==> config.mk <==
export PLATFORM = sky130hd
export DESIGN_NAME = cap_sense_scan_control
export DESIGN_NICKNAME = d
export VERILOG_FILES = /design/src/cap_sense_pkg.sv /design/src/cap_sense_scan_control.sv /design/src/sample_accumulator.sv
export VERILOG_INCLUDE_DIRS = /design/src
export SDC_FILE = /design/constraint.sdc
export NUM_CORES = 1
export LEC_CHECK = 0
export ABC_CLOCK_PERIOD_IN_PS = 5000
export BUFFER_PORTS_ARGS = -buffer_cell sky130_fd_sc_hd__buf_2
export CAP_MARGIN = 15
export CORE_ASPECT_RATIO = 0.8
export CORE_MARGIN = 3
export CORE_UTILIZATION = 33
export DETAILED_ROUTE_END_ITERATION = 8
export SETUP_SLACK_MARGIN = 0.15
export SLEW_MARGIN = 25
export SYNTH_ARGS = -nofsm -noshare
export SYNTH_HDL_FRONTEND = slang
export SYNTH_HIERARCHICAL = 1
export SYNTH_SLANG_ARGS = --single-unit
==> constraint.sdc <==
create_clock -name clk_sys -period 5 [get_ports clk_sys]
set_input_delay 1 -clock clk_sys [delete_from_list [all_inputs] [get_ports clk_sys]]
set_output_delay 1 -clock clk_sys [all_outputs]
set_load 0.01 [all_outputs]
==> src/cap_sense_defs.svh <==
// Purpose: register offsets, field positions, codes and reset values of the scan control
// Assumes: 8-bit register data, 4-bit register address
// Notes: definitions only
`ifndef CAP_SENSE_DEFS_SVH
`define CAP_SENSE_DEFS_SVH

// ----------------------------------------------------------------
// register offsets
// ----------------------------------------------------------------
`define ADDR_CTRL 4'h0
`define ADDR_CFG 4'h1
`define ADDR_MUX 4'h2
`define ADDR_SCAN_START 4'h3
`define ADDR_SCAN_END 4'h4
`define ADDR_THR_LOW 4'h5
`define ADDR_THR_HIGH 4'h6
`define ADDR_DATA_LOW 4'h7
`define ADDR_DATA_HIGH 4'h8
`define ADDR_IRQ_EN 4'h9

// ----------------------------------------------------------------
// field positions
// ----------------------------------------------------------------
`define CTRL_BUSY_BIT 4
`define CTRL_FLAG_BIT 0
`define CFG_SRC_HI 6
`define CFG_SRC_LO 4
`define CFG_ACC_HI 1
`define CFG_ACC_LO 0
`define IRQ_EN_DONE_BIT 0
`define IRQ_EN_GT_BIT 1

// ----------------------------------------------------------------
// start-source codes and accumulate counts
// ----------------------------------------------------------------
`define SRC_SW 3'h0
`define SRC_T0 3'h1
`define SRC_T2 3'h2
`define SRC_T1 3'h3
`define SRC_CONT 3'h4
`define SRC_SCAN 3'h7
`define ACC_CODE_1 2'h0
`define ACC_CODE_4 2'h1
`define ACC_CODE_8 2'h2
`define ACC_N1 5'h01
`define ACC_N4 5'h04
`define ACC_N8 5'h08
`define ACC_N16 5'h10

// ----------------------------------------------------------------
// reset values and count step
// ----------------------------------------------------------------
`define RST_BYTE 8'h00
`define RST_CHAN 4'h0
`define RST_WORD 16'h0000
`define RST_CNT 5'h00
`define CNT_ONE 5'h01

`endif

==> src/cap_sense_pkg.sv <==
// Purpose: shared types of the capacitive-sense scan control
// Assumes: nothing beyond the defs header
// Notes: types only; numbers live in cap_sense_defs.svh
package cap_sense_pkg;
  typedef logic [7:0] byte_type;
  typedef logic [3:0] chan_type;
  typedef logic [15:0] word_type;
  typedef enum logic [1:0] {st_idle, st_convert, st_compare} seq_state_type;
endpackage : cap_sense_pkg

==> src/cap_sense_scan_control.sv <==
// Purpose: start-source selection, auto-scan sequencing and threshold compare
// Assumes: analog front end answers each conv_start with one conv_done pulse
// Notes: registers reached over a plain strobe port, read data one cycle later
//
// Strobed register access and the address map were left to the implementer.
`timescale 1ns/1ps
`default_nettype none
`include "cap_sense_defs.svh"

module cap_sense_scan_control (
  input wire logic clk_sys,
  input wire logic resetn,
  input wire logic [3:0] reg_addr,
  input wire cap_sense_pkg::byte_type reg_wdata,
  input wire logic reg_wr,
  input wire logic reg_rd,
  output cap_sense_pkg::byte_type reg_rdata,
  input wire logic timer0_ovf,
  input wire logic timer1_ovf,
  input wire logic timer2_ovf,
  input wire logic [15:0] analog_pin_mask,
  input wire logic suspend_active,
  output logic conv_start,
  output cap_sense_pkg::chan_type conv_channel,
  input wire logic conv_done,
  input wire cap_sense_pkg::word_type conv_result,
  output logic conv_done_irq,
  output logic greater_than_irq,
  output logic wake_req
);
  import cap_sense_pkg::*;

  // ----------------------------------------------------------------
  // state
  // ----------------------------------------------------------------
  seq_state_type state_reg;
  logic busy_reg;
  logic armed_reg;
  logic flag_reg;
  byte_type cfg_reg;
  chan_type mux_reg;
  chan_type ss_reg;
  chan_type se_reg;
  word_type thr_reg;
  word_type data_reg;
  logic [1:0] irq_en_reg;
  logic [4:0] cnt_reg;
  word_type acc_sum;

  logic wr_ctrl;
  logic busy_write;
  logic [2:0] src;
  logic is_scan;
  logic is_cont;
  logic trig;
  logic start_seq;
  logic [4:0] acc_target;
  logic conv_step;
  logic last_conv;
  logic in_compare;
  logic gt_now;
  logic restart;

  // lowest analog channel above cur, not past last; last itself if none
  function automatic chan_type next_chan(input chan_type cur, input chan_type last,
                                         input logic [15:0] mask);
    chan_type r;
    r = last;
    for (int i = 15; i >= 0; i--) begin
      if (i > int'(cur) && i < int'(last) && mask[i]) begin
        r = 4'(i);
      end
    end
    return r;
  endfunction : next_chan

  // ----------------------------------------------------------------
  // decode and sequencing terms
  // ----------------------------------------------------------------
  assign wr_ctrl = reg_wr && (reg_addr == `ADDR_CTRL);
  assign busy_write = wr_ctrl && reg_wdata[`CTRL_BUSY_BIT];
  assign src = cfg_reg[`CFG_SRC_HI:`CFG_SRC_LO];
  assign is_scan = (src == `SRC_SCAN);
  assign is_cont = (src == `SRC_CONT) || is_scan;
  assign in_compare = (state_reg == st_compare);
  assign conv_step = conv_done && (state_reg == st_convert);
  assign last_conv = conv_step && ((cnt_reg + `CNT_ONE) == acc_target);
  assign gt_now = in_compare && (acc_sum > thr_reg);
  // a scan that hit the threshold only restarts on a fresh busy write
  assign restart = in_compare && is_cont && (busy_write || (armed_reg && !(is_scan && gt_now)));
  assign start_seq = (state_reg == st_idle) && trig;
  assign conv_channel = mux_reg;

  // trigger chosen by the start-source field
  always_comb begin
    case (src)
      `SRC_SW: trig = busy_write;
      `SRC_T0: trig = timer0_ovf;
      `SRC_T2: trig = timer2_ovf;
      `SRC_T1: trig = timer1_ovf;
      `SRC_CONT, `SRC_SCAN: trig = busy_write || armed_reg;
      default: trig = busy_write;
    endcase
  end

  // conversions per visit; a scanned non-analog channel gets a single try
  always_comb begin
    case (cfg_reg[`CFG_ACC_HI:`CFG_ACC_LO])
      `ACC_CODE_1: acc_target = `ACC_N1;
      `ACC_CODE_4: acc_target = `ACC_N4;
      `ACC_CODE_8: acc_target = `ACC_N8;
      default: acc_target = `ACC_N16;
    endcase
    if (is_scan && !analog_pin_mask[mux_reg]) begin
      acc_target = `ACC_N1;
    end
  end

  // ----------------------------------------------------------------
  // sequencer
  // ----------------------------------------------------------------
  // no suspend input here: the scan runs on regardless of it
  always_ff @(posedge clk_sys or negedge resetn) begin
    if (!resetn) begin
      state_reg <= st_idle;
    end else begin
      case (state_reg)
        st_idle: if (start_seq) state_reg <= st_convert;
        st_convert: if (last_conv) state_reg <= st_compare;
        st_compare: state_reg <= restart ? st_convert : st_idle;
        default: state_reg <= st_idle;
      endcase
    end
  end

  // one pulse per conversion, also between accumulated ones
  always_ff @(posedge clk_sys or negedge resetn) begin
    if (!resetn) begin
      conv_start <= 1'b0;
    end else begin
      conv_start <= start_seq || restart || (conv_step && !last_conv);
    end
  end

  // conversions done in this visit
  always_ff @(posedge clk_sys or negedge resetn) begin
    if (!resetn) begin
      cnt_reg <= `RST_CNT;
    end else if (start_seq || restart) begin
      cnt_reg <= `RST_CNT;
    end else if (conv_step) begin
      cnt_reg <= cnt_reg + `CNT_ONE;
    end
  end

  sample_accumulator #(.WIDTH(16)) u_accum (
    .clk_sys(clk_sys),
    .resetn(resetn),
    .clear(start_seq || restart),
    .add(conv_step),
    .sample(conv_result),
    .sum(acc_sum)
  );

  // busy stays up across back-to-back visits; the write's set wins
  always_ff @(posedge clk_sys or negedge resetn) begin
    if (!resetn) begin
      busy_reg <= 1'b0;
    end else if (busy_write || start_seq) begin
      busy_reg <= 1'b1;
    end else if (in_compare && !restart) begin
      busy_reg <= 1'b0;
    end
  end

  // continuous run permission
  always_ff @(posedge clk_sys or negedge resetn) begin
    if (!resetn) begin
      armed_reg <= 1'b0;
    end else if (busy_write && is_cont) begin
      armed_reg <= 1'b1;
    end else if (reg_wr && (reg_addr == `ADDR_CFG)) begin
      armed_reg <= 1'b0;
    end else if (in_compare && is_scan && gt_now) begin
      armed_reg <= 1'b0;
    end
  end

  // ----------------------------------------------------------------
  // compare result and events
  // ----------------------------------------------------------------
  // hardware compare wins over a firmware write in the same cycle
  always_ff @(posedge clk_sys or negedge resetn) begin
    if (!resetn) begin
      flag_reg <= 1'b0;
    end else if (in_compare) begin
      flag_reg <= gt_now;
    end else if (wr_ctrl) begin
      flag_reg <= reg_wdata[`CTRL_FLAG_BIT];
    end
  end

  always_ff @(posedge clk_sys or negedge resetn) begin
    if (!resetn) begin
      data_reg <= `RST_WORD;
    end else if (in_compare) begin
      data_reg <= acc_sum;
    end
  end

  // one-cycle event pulses; wake ignores the interrupt enables
  always_ff @(posedge clk_sys or negedge resetn) begin
    if (!resetn) begin
      conv_done_irq <= 1'b0;
      greater_than_irq <= 1'b0;
      wake_req <= 1'b0;
    end else begin
      conv_done_irq <= in_compare && irq_en_reg[`IRQ_EN_DONE_BIT];
      greater_than_irq <= gt_now && irq_en_reg[`IRQ_EN_GT_BIT];
      wake_req <= gt_now && suspend_active;
    end
  end

  // ----------------------------------------------------------------
  // channel select
  // ----------------------------------------------------------------
  // scan advance wins over a firmware write in the same cycle
  always_ff @(posedge clk_sys or negedge resetn) begin
    if (!resetn) begin
      mux_reg <= `RST_CHAN;
    end else if (in_compare && is_scan && restart) begin
      if (mux_reg >= se_reg) begin
        mux_reg <= ss_reg;
      end else begin
        mux_reg <= next_chan(mux_reg, se_reg, analog_pin_mask);
      end
    end else if (reg_wr && (reg_addr == `ADDR_MUX)) begin
      mux_reg <= reg_wdata[3:0];
    end else if (reg_wr && (reg_addr == `ADDR_SCAN_START) && is_scan) begin
      mux_reg <= reg_wdata[3:0];
    end
  end

  // ----------------------------------------------------------------
  // plain configuration registers
  // ----------------------------------------------------------------
  always_ff @(posedge clk_sys or negedge resetn) begin
    if (!resetn) begin
      cfg_reg <= `RST_BYTE;
      ss_reg <= `RST_CHAN;
      se_reg <= `RST_CHAN;
      thr_reg <= `RST_WORD;
      irq_en_reg <= 2'h0;
    end else if (reg_wr) begin
      case (reg_addr)
        `ADDR_CFG: cfg_reg <= reg_wdata;
        `ADDR_SCAN_START: ss_reg <= reg_wdata[3:0];
        `ADDR_SCAN_END: se_reg <= reg_wdata[3:0];
        `ADDR_THR_LOW: thr_reg[7:0] <= reg_wdata;
        `ADDR_THR_HIGH: thr_reg[15:8] <= reg_wdata;
        `ADDR_IRQ_EN: irq_en_reg <= reg_wdata[1:0];
        default: ;
      endcase
    end
  end

  // read data stands for one cycle only; unmapped reads give zero
  always_ff @(posedge clk_sys or negedge resetn) begin
    if (!resetn) begin
      reg_rdata <= `RST_BYTE;
    end else if (reg_rd) begin
      case (reg_addr)
        `ADDR_CTRL: reg_rdata <= {3'h0, busy_reg, 3'h0, flag_reg};
        `ADDR_CFG: reg_rdata <= cfg_reg;
        `ADDR_MUX: reg_rdata <= {4'h0, mux_reg};
        `ADDR_SCAN_START: reg_rdata <= {4'h0, ss_reg};
        `ADDR_SCAN_END: reg_rdata <= {4'h0, se_reg};
        `ADDR_THR_LOW: reg_rdata <= thr_reg[7:0];
        `ADDR_THR_HIGH: reg_rdata <= thr_reg[15:8];
        `ADDR_DATA_LOW: reg_rdata <= data_reg[7:0];
        `ADDR_DATA_HIGH: reg_rdata <= data_reg[15:8];
        `ADDR_IRQ_EN: reg_rdata <= {6'h00, irq_en_reg};
        default: reg_rdata <= `RST_BYTE;
      endcase
    end else begin
      reg_rdata <= `RST_BYTE;
    end
  end
endmodule : cap_sense_scan_control
`default_nettype wire

==> src/sample_accumulator.sv <==
// Purpose: sums conversion results of one channel visit
// Assumes: clear and add never high together
// Notes: the sum wraps at its width; firmware picks counts that fit
`timescale 1ns/1ps
`default_nettype none
`include "cap_sense_defs.svh"

module sample_accumulator #(
  parameter int WIDTH = 16
) (
  input wire logic clk_sys,
  input wire logic resetn,
  input wire logic clear,
  input wire logic add,
  input wire logic [WIDTH-1:0] sample,
  output logic [WIDTH-1:0] sum
);
  // ----------------------------------------------------------------
  // running sum
  // ----------------------------------------------------------------
  // clear starts a fresh visit, add folds in one result
  always_ff @(posedge clk_sys or negedge resetn) begin
    if (!resetn) begin
      sum <= '0;
    end else if (clear) begin
      sum <= '0;
    end else if (add) begin
      sum <= sum + sample;
    end
  end
endmodule : sample_accumulator
`default_nettype wire

==> impl_metrics.toml <==
[status]
status = "finished, final reports clean"

[placement]
gp_congestion = 0.912
placed_area_sq_um = 6690
port_buffers = 68
dp_hpwl_um = 12800
place_ws_ps = 1350

[sta]
rsz0062_at_grt = "false"
fin_ws_ps = 1570
tns_ps = 0
worst_pin_slew_ps = 969
min_period_over_period_pct = 68.6
slew_viol_final = 0
min_period_ps = 3430
setup_viol = 0
slew_headroom_pct = 35.0
fmax_ghz = 0.292
hold_viol = 0
hold_ws_ps = 481
finClkSkew_ps = 8.31

[pwr]
ir_worst_vdd_mv = 0.178
p_leak_nw = 3.29
total_power_mw = 3.48
power.density_nw_per_um2 = 495

[yosys]
synth_edf_count = 0
syn_area_sq_um = 6170
syn_area_per_cell_sq_um = 9.06
synth.net_count = 771
ys.flop_type = "dfrtp_1"
ys_seq_area_share_pct = 37.3
ys_warn_count = 6
ys_ff_latch = 92
synth.distinct_cells = 71
synth_cells = 681
ys_async_sr_fraction_pct = 100

[setup_path]
critPathArrivalTime_ps = 3710
crit_path_max_incr_delay_ps = 530
path_cells = "ha_1 > nand4_1 > or3_1 > a21o_1 > a31oi_1 > a31o_2 > o311ai_4 > buf_4 > nand3b_1 > a311o_1 > nand3_1"
r2r-start = "u_accum/sum[13]"
worst-setup-path-type = "flop to flop"
cp_slowest_cell = "a31oi_1"
critPathRequiredTime_ps = 5280
worstPathMaxFanout = 14
critPathCaptureType = "flop"
crit_start = "u_accum/sum[13]"
start_kind = "flop"

[route]
initialDrtViolationCount = 570
drcViolationCount = 0
drt_pre_antenna_iters = 5
viasPerCell = 5.39
drt_wl_total_um = 17000
ant_nets = 0
vias = 5303
wire_per_inst_um = 17.3

[layout]
n_antenna_cell = 0
multi_input_area_sq_um = 3590
fillers = 1799
nets = 815
seqCellArea_sq_um = 2300
final_area_sq_um = 7040
drive_above_1_share_pct = 18.6
area_growth_pct = 14.1

[global_route]
grt_pass1_vias = 5021
grt_max_degree = 51
antenna_found_initial = 1
grt_overflow_total = 0
grt_use_total_pct = 16.9
grt_pass1_wl_um = 27800

[floorplan]
initial_core_util_pct = 33.8
num_rows = 44
die-area_sq_um = 20400
die_h_um = 128
die_x_um = 159
io_pins = 69
core_area_sq_um = 18200

[clocking]
cts_sinks = 92
cts_tree = "done"
clock_latency_ps = 350
postCtsSetupBuffers = 0
cts_buffers = 9
hold_buffers = 0
clk_pin_slew_ps = 70
cts-htree-levels = 3
clockRootBuffer = "clkbuf_16"
clockBufferDepth = 2
post_cts_resized = 0

[min_path]
holdCritStartpoint = "data_reg[4]"
hold_path.class = "flop to flop"

[flow_run]
cap_violations = 0
layout by cell type (no fill, tap or decap), types with 14 or more instances in the layout:
cell type / instances
nand2_1: 97
nor2b_1: 15
dfrtp_1: 92
ha_1: 36
mux2_2: 27
a21oi_1: 31
o21ai_0: 35
nand3_1: 19
and3_1: 14
mux2i_1: 21
nor2_1: 50
buf_2: 67
a21o_1: 18
inv_1: 29
metrics by stage:
| stage | std cells | util (%) |
|---|---|---|
| 2_1_floorplan | 681 | - |
| 3_3_place_gp | 967 | 36.7 |
| 3_5_place_dp | 967 | 36.7 |
| 4_1_cts | 983 | 38.6 |
| 5_1_grt | 983 | 38.6 |
| 6_report | 983 | 38.6 |
critical path, delay by kind of cell, from the launching register on:
kind / cells / cell delay (ps)
adders and majority gates: 1 / 330
buffers and inverters: 1 / 300
and+or+nand+nor: 4 / 780
AOI/OAI and AO/OA: 5 / 1520
DFF: 1 / 440
power breakdown:
| group | total, mW | internal [mW] | switching (mW) |
|---|---|---|---|
| Clock | 0.798 | 0.492 | 0.305 |
| Combinational | 1.44 | 0.645 | 0.791 |
| Sequential | 1.25 | 0.962 | 0.287 |
logic make-up (layout without fill, tap and decap cells):
kind of cell | after synthesis | count (layout) | share of synthesized area (%)
xor gates and xnor gates | 17 | 17 | 2.41
DFF | 92 | 92 | 37.3
muxes | 51 | 51 | 9.25
AOI/OAI and AO/OA | 175 | 175 | 20.1
and+or+nand+nor | 241 | 241 | 18.6
buffers and inverters | 68 | 117 | 4.73
adders and majority gates | 37 | 37 | 7.63
Yosys cell counts, drive strengths merged, types with 10 or more instances:
cell type | count | area share, %
ha | 36 | 7.3
a21o | 18 | 2.2
a21oi | 35 | 3.1
nor2b | 15 | 1.5
mux2i | 21 | 3.4
inv | 30 | 1.8
nand4 | 10 | 1.0
nand3 | 19 | 1.5
mux2 | 28 | 5.1
clkbuf | 33 | 2.2
dfrtp | 92 | 37
nor2 | 50 | 3.0
o21ai | 36 | 3.0
a22oi | 11 | 1.3
and3 | 14 | 1.4
nand2 | 97 | 5.9
xnor2 | 10 | 1.4
metal layers:
metal / part of all wire, % / vias to the layer above / track usage [%]
li1: - / 2552 / -
met1: 50 / 2547 / 25.9
met2: 41 / 185 / 24.1
met3: 7.1 / 17 / 3.91
met4: 1.0 / 2 / 3.14
met5: 0.12 / - / 0
cell type report:
cell class,instances,share of cell area (%)
Sequential cell,92,32.7
Multi-Input combinational cell,521,51.0
Inverter,30,1.60
Clock buffer,9,3.20
Clock inverter,7,1.74
Timing Repair Buffer,71,5.19
Tap cell,253,4.50
final timing paths:
check,slack (ps),cells past startpoint,endpoint
setup / recovery,1570,11,u_accum/sum[12]
hold / removal,480,2,data_reg[4]
setup reg to reg,1570,11,u_accum/sum[12]
hold reg to reg,480,2,data_reg[4]
max in group asynchronous,3340,2,u_accum/sum[4]
min in group asynchronous,630,1,cfg_reg[5]
No activity file was read; power rests on OpenSTA's default activity.
